$ cat config.mk
export PLATFORM = sky130hd
export DESIGN_NAME = cbu_branch_unit
export DESIGN_NICKNAME = d
export VERILOG_FILES = /design/src/inc/cbu_pkg.sv /design/src/cbu_branch_unit.sv /design/src/cbu_phase_gen.sv
export VERILOG_INCLUDE_DIRS = /design/src /design/src/inc
export SDC_FILE = /design/constraint.sdc
export NUM_CORES = 1
export LEC_CHECK = 0
export BUFFER_PORTS_ARGS = -buffer_cell sky130_fd_sc_hd__buf_2
export CELL_PAD_IN_SITES_DETAIL_PLACEMENT = 1
export CELL_PAD_IN_SITES_GLOBAL_PLACEMENT = 2
export CORE_ASPECT_RATIO = 2
export CORE_MARGIN = 10
export CORE_UTILIZATION = 31
export CTS_CLUSTER_SIZE = 25
export DETAILED_ROUTE_END_ITERATION = 8
export GPL_ROUTABILITY_DRIVEN = 0
export GPL_TIMING_DRIVEN = 0
export PLACE_DENSITY_LB_ADDON = 0.1
export SLEW_MARGIN = 20
export SYNTH_ARGS = -nofsm -noshare
export SYNTH_HDL_FRONTEND = slang
export SYNTH_HIERARCHICAL = 1
export SYNTH_SLANG_ARGS = --single-unit
$ cat constraint.sdc
create_clock -name clk_in -period 2.2 [get_ports clk_in]
set_input_delay 0.22 -clock clk_in [delete_from_list [all_inputs] [get_ports clk_in]]
set_output_delay 0.22 -clock clk_in [all_outputs]
set_load 0.01 [all_outputs]
$ cat src/inc/cbu_defs.svh
// Constants for the conditional branch unit: encodings, widths, phase count.
// Assumes inclusion by bare name from the package and design files.
`ifndef CBU_DEFS_SVH
`define CBU_DEFS_SVH
`define CBU_OP_PREFIX     4'hE
`define CBU_OP_NOT_NEG    4'h7
`define CBU_OP_NO_OVF     4'h5
`define CBU_OP_NONZERO    4'h1
`define CBU_PC_WIDTH      21
`define CBU_PC_STEP       21'h000002
`define CBU_PC_RESET      21'h000000
`define CBU_PHASES        4
`endif

$ cat src/inc/cbu_pkg.sv
// Types shared by the conditional branch unit files.
// Assumes cbu_defs.svh is on the include path.
`include "cbu_defs.svh"
package cbu_pkg;
  typedef enum logic [3:0] {
    CBU_Q1 = 4'h1,
    CBU_Q2 = 4'h2,
    CBU_Q3 = 4'h4,
    CBU_Q4 = 4'h8
  } cbu_phase_t;

  typedef enum logic [2:0] {
    CBU_EXEC = 3'h1,
    CBU_IDLE = 3'h2,
    CBU_HOLD = 3'h4
  } cbu_state_t;

  typedef struct packed {
    logic not_neg;
    logic no_ovf;
    logic nonzero;
  } cbu_decode_t;

  typedef struct packed {
    logic negative;
    logic overflow;
    logic zero;
  } cbu_flags_t;
endpackage

$ cat src/cbu_branch_unit.sv
// Conditional branch unit: executes branch-if-not-negative, branch-if-no-overflow
// and branch-if-nonzero. Assumes the fetch unit presents the instruction word and
// the already incremented program counter stable for a whole instruction cycle,
// and that status flags come from same-clock core logic.
// Function
// RQ1 - Not-negative branch taken when negative flag clear
// RQ2 - Decode upper byte E7 as not-negative
// RQ3 - Decode upper byte E5 as no-overflow
// RQ4 - No-overflow taken when overflow flag clear
// RQ5 - Target is incremented counter plus doubled offset
// RQ6 - Overflow set: counter stays at address plus two
// RQ7 - Decode E1 as nonzero; taken when zero clear
// RQ8 - One cycle untaken, two cycles taken
// RQ9 - Taken: decode, read, process, write counter
// RQ10 - Second taken cycle does nothing
// RQ11 - Untaken: no counter write in phase four
// RQ12 - Flags untouched; offset sign-extended before doubling
`include "cbu_defs.svh"
module cbu_branch_unit #(
  parameter int PC_WIDTH = `CBU_PC_WIDTH
) (
  input  wire logic                  clk_in,
  input  wire logic                  rst_in,
  input  wire logic                  valid_in,
  input  wire logic [15:0]           instr_in,
  input  wire logic [PC_WIDTH-1:0]   pc_inc_in,
  input  cbu_pkg::cbu_flags_t        flags_in,
  output cbu_pkg::cbu_phase_t        phase_out,
  output logic                       is_branch_out,
  output logic                       busy_out,
  output logic                       pc_write_out,
  output logic [PC_WIDTH-1:0]        pc_target_out,
  output logic                       done_out,
  output logic                       taken_out
);
  typedef struct packed {
    cbu_pkg::cbu_state_t  state;
    logic                 is_branch;
    logic                 taken;
    logic [7:0]           offset;
    logic [PC_WIDTH-1:0]  base;
    logic [PC_WIDTH-1:0]  target;
    logic                 pc_write;
    logic                 done;
  } cbu_core_t;

  cbu_core_t           core_reg;
  cbu_core_t           core_next;
  cbu_pkg::cbu_phase_t phase;
  cbu_pkg::cbu_decode_t dec;
  logic                cond_met;
  logic [PC_WIDTH-1:0] disp;

  cbu_phase_gen u_phase (
    .clk_in    (clk_in),
    .rst_in    (rst_in),
    .phase_out (phase)
  );

  // Upper byte is prefix nibble then condition nibble; low byte is the offset.
  always_comb begin
    dec.not_neg = valid_in && instr_in[15:12] == `CBU_OP_PREFIX && instr_in[11:8] == `CBU_OP_NOT_NEG; // RQ2
    dec.no_ovf  = valid_in && instr_in[15:12] == `CBU_OP_PREFIX && instr_in[11:8] == `CBU_OP_NO_OVF;  // RQ3
    dec.nonzero = valid_in && instr_in[15:12] == `CBU_OP_PREFIX && instr_in[11:8] == `CBU_OP_NONZERO; // RQ7
  end

  // Flags are only read here; this unit has no path that writes status.
  assign cond_met = (dec.not_neg && !flags_in.negative)   // RQ1
                  || (dec.no_ovf && !flags_in.overflow)   // RQ4 RQ6
                  || (dec.nonzero && !flags_in.zero);     // RQ7 RQ12

  // Sign-extend first, then double, so negative offsets reach backward. RQ12
  assign disp = {{(PC_WIDTH-9){core_reg.offset[7]}}, core_reg.offset, 1'b0}; // RQ5

  always_comb begin
    core_next          = core_reg;
    core_next.pc_write = 1'b0;
    core_next.done     = 1'b0;
    case (core_reg.state)
      cbu_pkg::CBU_EXEC: begin
        case (phase)
          cbu_pkg::CBU_Q1: begin
            core_next.is_branch = dec.not_neg || dec.no_ovf || dec.nonzero; // RQ9
            core_next.taken     = cond_met;
          end
          cbu_pkg::CBU_Q2: begin
            core_next.offset = instr_in[7:0]; // RQ9
            core_next.base   = pc_inc_in;
          end
          cbu_pkg::CBU_Q3: begin
            core_next.target = core_reg.base + disp; // RQ5
          end
          cbu_pkg::CBU_Q4: begin
            if (core_reg.is_branch) begin
              core_next.pc_write = core_reg.taken; // RQ9 RQ11
              core_next.done     = !core_reg.taken; // RQ8
              if (core_reg.taken) begin
                core_next.state = cbu_pkg::CBU_IDLE; // RQ10
              end
            end
          end
          default: core_next.state = cbu_pkg::CBU_EXEC;
        endcase
      end
      cbu_pkg::CBU_IDLE: begin
        // Dead cycle while the fetched follower is discarded. RQ10
        if (phase == cbu_pkg::CBU_Q4) begin
          core_next.state     = cbu_pkg::CBU_EXEC;
          core_next.done      = 1'b1; // RQ8
          core_next.is_branch = 1'b0;
        end
      end
      default: core_next.state = cbu_pkg::CBU_EXEC;
    endcase
  end

  always_ff @(posedge clk_in or posedge rst_in) begin
    if (rst_in) begin
      core_reg <= '{state: cbu_pkg::CBU_EXEC, is_branch: 1'b0, taken: 1'b0, offset: 8'h00,
                    base: '0, target: '0, pc_write: 1'b0, done: 1'b0};
    end else begin
      core_reg <= core_next;
    end
  end

  assign phase_out     = phase;
  assign is_branch_out = core_reg.is_branch;
  assign busy_out      = core_reg.state == cbu_pkg::CBU_IDLE;
  assign pc_write_out  = core_reg.pc_write;
  assign pc_target_out = core_reg.target;
  assign done_out      = core_reg.done;
  assign taken_out     = core_reg.taken;
endmodule

$ cat src/cbu_phase_gen.sv
// Four-phase generator for the instruction clock of the branch unit.
// Assumes one clock; each instruction cycle is four consecutive clk_in cycles.
`include "cbu_defs.svh"
module cbu_phase_gen (
  input  wire logic               clk_in,
  input  wire logic               rst_in,
  output cbu_pkg::cbu_phase_t     phase_out
);
  cbu_pkg::cbu_phase_t phase_reg;
  cbu_pkg::cbu_phase_t phase_next;

  always_comb begin
    case (phase_reg)
      cbu_pkg::CBU_Q1: phase_next = cbu_pkg::CBU_Q2;
      cbu_pkg::CBU_Q2: phase_next = cbu_pkg::CBU_Q3;
      cbu_pkg::CBU_Q3: phase_next = cbu_pkg::CBU_Q4;
      cbu_pkg::CBU_Q4: phase_next = cbu_pkg::CBU_Q1;
      default:         phase_next = cbu_pkg::CBU_Q1;
    endcase
  end

  always_ff @(posedge clk_in or posedge rst_in) begin
    if (rst_in) begin
      phase_reg <= cbu_pkg::CBU_Q1;
    end else begin
      phase_reg <= phase_next;
    end
  end

  assign phase_out = phase_reg;
endmodule

==> flow_summary.json <==
{
  "largest_reg_flops": 31,
  "synth-seq-cells": 60,
  "cp_max_fo": 4,
  "initial_core_util_pct": 31.6,
  "io_pins": 73,
  "peakVddDrop_mv": 0.669,
  "ys_seq_area_share_pct": 43.8,
  "setup_tns_ns": -0.0494,
  "max_freq_ghz": 0.445,
  "async_flop_share_pct": 100,
  "cts_buffers": 9,
  "root_buffer": "clkbuf_16",
  "grt_max_degree": 35,
  "total_leakage_power_nw": 2.19,
  "viasPerCell": 4.82,
  "worstHoldPathType": "input port to register",
  "violations": "negative setup slack",
  "synth_cell_types": 54,
  "drt-initial-drc-count": 85,
  "clkSinkCount": 60,
  "track_usage_pct": 12.7,
  "antenna_left": 0,
  "syn-num-nets": 388,
  "dieArea_um2": 15900,
  "synth_warnings": 6,
  "fin_util_pct": 43.7,
  "n_antenna_cell": 0,
  "gr-total-overflow": 0,
  "num_rows": 54,
  "htree_levels": 3,
  "crit_path_end_kind": "register",
  "worst_pin_slew_ns": 0.408,
  "rsz0062_at_grt": "true",
  "die_w_um": 94.4,
  "cp-start-kind": "register",
  "synth_area_um2": 3440,
  "wl_um": 9810,
  "final_hold_viol_count": 0,
  "insertion_delay_ns": 0.33,
  "first_global_vias": 3068,
  "fin_crit_ns": 2.25,
  "syn_inst": 323,
  "num_vias": 2763,
  "setup_slack_ns": -0.0494,
  "drc": 0,
  "cp.arrival_ns": 2.46,
  "maxCapViolCount": 0,
  "synth_ff_type": "dfrtp_1",
  "required_ns": 2.41,
  "slew_viol_final": 0,
  "status": "complete, but fails checks",
  "area_growth_pct": 38.3,
  "io_buffer_count": 72,
  "cts.clk_slew.worst_paths_ns": 0.06,
  "dr.pass1.iters": 4,
  "cts_buffer_depth": 2,
  "cts_tree": "built",
  "synth-edff-count": 0,
  "die_y_um": 169,
  "detail_route.wl_per_cell_um": 17.1,
  "antenna_found_initial": 0,
  "skew_ns": 0.00830,
  "final_net_count": 493,
  "grt_pass1_wl_um": 15700,
  "core_um2": 10900,
  "avgSynthCellArea_um2": 10.6,
  "finalSetupViolations": 1,
  "relSlewSlack_pct": 72.8,
  "drive_above_1_share_pct": 49.4,
  "crit_type": "register to register",
  "hold_slack_ns": 0.122,
  "hpwl_um": 7580,
  "pwr_density_cell_nw_per_um2": 727,
  "period_share_pct": 102
}
==> layout make-up <==
| type | count | area (um2) |
|---|---|---|
| buffer | 28 | 205 |
| clock buffer | 10 | 229 |
| clock inverter | 6 | 51.3 |
| fill | 1218 | 6130 |
| inverter | 12 | 47.5 |
| multi-input combinational | 223 | 1990 |
| sequential | 60 | 1510 |
| tap | 140 | 175 |
| timing repair buffer | 94 | 552 |
==> through the flow <==
step | area, um2 | std cells | power, mW | worst slack, ns
global route | 4750 | 573 | 3.66 | -0.129
finish | 4750 | 573 | 3.45 | -0.0494
global placement | 3970 | 535 | 2.02 | -0.392
CTS | 4550 | 563 | 3.44 | -0.124
floorplan | 3440 | 323 | 1.77 | 0.00364
detailed placement | 3990 | 536 | 2.04 | -0.423
==> routing by layer <==
layer / GRT usage (%) / vias to the layer above / routed length, um
li1: - / 1350 / -
met1: 12.0 / 1352 / 3460
met2: 24.0 / 49 / 5690
met3: 3.37 / 12 / 425
met4: 6.11 / 0 / 234
met5: 0 / - / 0
==> layout by cell type (no fill, tap or decap), types with 3 or more instances in the layout <==
cell       Yosys  layout
clkbuf_16      0       9
clkinv_4       0       5
a21oi_1       19       9
ha_4           0       7
nand3_1        5       5
ha_1          21       9
nor2b_1        4       4
ha_2           0       5
nand2_1       30      30
a21oi_2        0       7
a21o_1         6       6
nor3_1         4       4
nand4_1        3       3
nand3b_1       3       3
inv_1         12      11
o21bai_1       4       3
buf_4         21      39
nor2_1         5       5
nor4b_1        3       3
o21ai_0       22      15
a21oi_4        0       3
o21ai_1        4      11
buf_6          0       3
buf_2          1      73
xor2_1         8       6
xnor2_1        9       6
mux2_2        33      33
dfrtp_1       58      57
==> final timing paths <==
kind / from / endpoint / slack, ns / cells past startpoint
hold reg to reg: pc_target_out[3]$_DFFE_PP0P_ / pc_target_out[3]$_DFFE_PP0P_ / 0.48 / 2
max in group asynchronous: rst_in / core_reg[54]$_DFFE_PP1P_ / 1.24 / 4
min in group asynchronous: rst_in / u_phase/phase_out[3]$_DFF_PP0_ / 0.34 / 3
setup reg to reg: core_reg[45]$_DFFE_PP0P_ / pc_target_out[20]$_DFFE_PP0P_ / -0.05 / 8
hold / removal: pc_inc_in[17] / core_reg[40]$_DFFE_PP0P_ / 0.12 / 2
setup / recovery: core_reg[45]$_DFFE_PP0P_ / pc_target_out[20]$_DFFE_PP0P_ / -0.05 / 8
==> power breakdown <==
group / switching (mW) / leakage (nW) / internal, mW
registers: 0.0724 / 0.714 / 1.21
clock network: 0.528 / 0.133 / 0.771
logic: 0.411 / 1.34 / 0.457
==> worst max-delay path, stage by stage (launching register included) <==
cell,delay (ns)
dfrtp_1,0.39
ha_1,0.28
a21o_1,0.19
nand4_1,0.14
a31oi_2,0.14
o31a_1,0.41
a221oi_2,0.32
xnor2_2,0.18
o21ai_1,0.08
==> synth_stat cells (3+ instances only) <==
| library cell | number | area share (%) |
|---|---|---|
| a21o_1 | 6 | 1.3 |
| a21oi_1 | 19 | 2.8 |
| a31oi_1 | 3 | 0.55 |
| buf_4 | 21 | 4.6 |
| clkbuf_1 | 6 | 0.66 |
| dfrtp_1 | 58 | 42 |
| ha_1 | 21 | 7.6 |
| inv_1 | 12 | 1.3 |
| mux2_2 | 33 | 11 |
| nand2_1 | 30 | 3.3 |
| nand3_1 | 5 | 0.73 |
| nand3b_1 | 3 | 0.66 |
| nand4_1 | 3 | 0.55 |
| nor2_1 | 5 | 0.55 |
| nor2b_1 | 4 | 0.73 |
| nor3_1 | 4 | 0.58 |
| nor4b_1 | 3 | 0.76 |
| o21ai_0 | 22 | 3.2 |
| o21ai_1 | 4 | 0.58 |
| o21bai_1 | 4 | 0.87 |
| xnor2_1 | 9 | 2.3 |
| xor2_1 | 8 | 2.0 |
==> repair_timing <==
item,CTS,global route
pin swaps,18,19
endpoints found under the setup margin,33,40
resized for setup,43,33
hold endpoints to repair,25,0
hold buffers,1,0
setup buffers,10,10
==> cell families after synthesis <==
| logic type | Yosys count | synth area share (%) |
|---|---|---|
| AOI/OAI and AO/OA | 77 | 14.4 |
| and+or+nand+nor | 73 | 11.4 |
| DFF | 60 | 43.8 |
| buffers and inverters | 40 | 6.70 |
| muxes | 34 | 11.1 |
| adders and majority gates | 22 | 8.23 |
| xor gates and xnor gates | 17 | 4.33 |
Note: power is estimated with default switching activity, not from simulation.
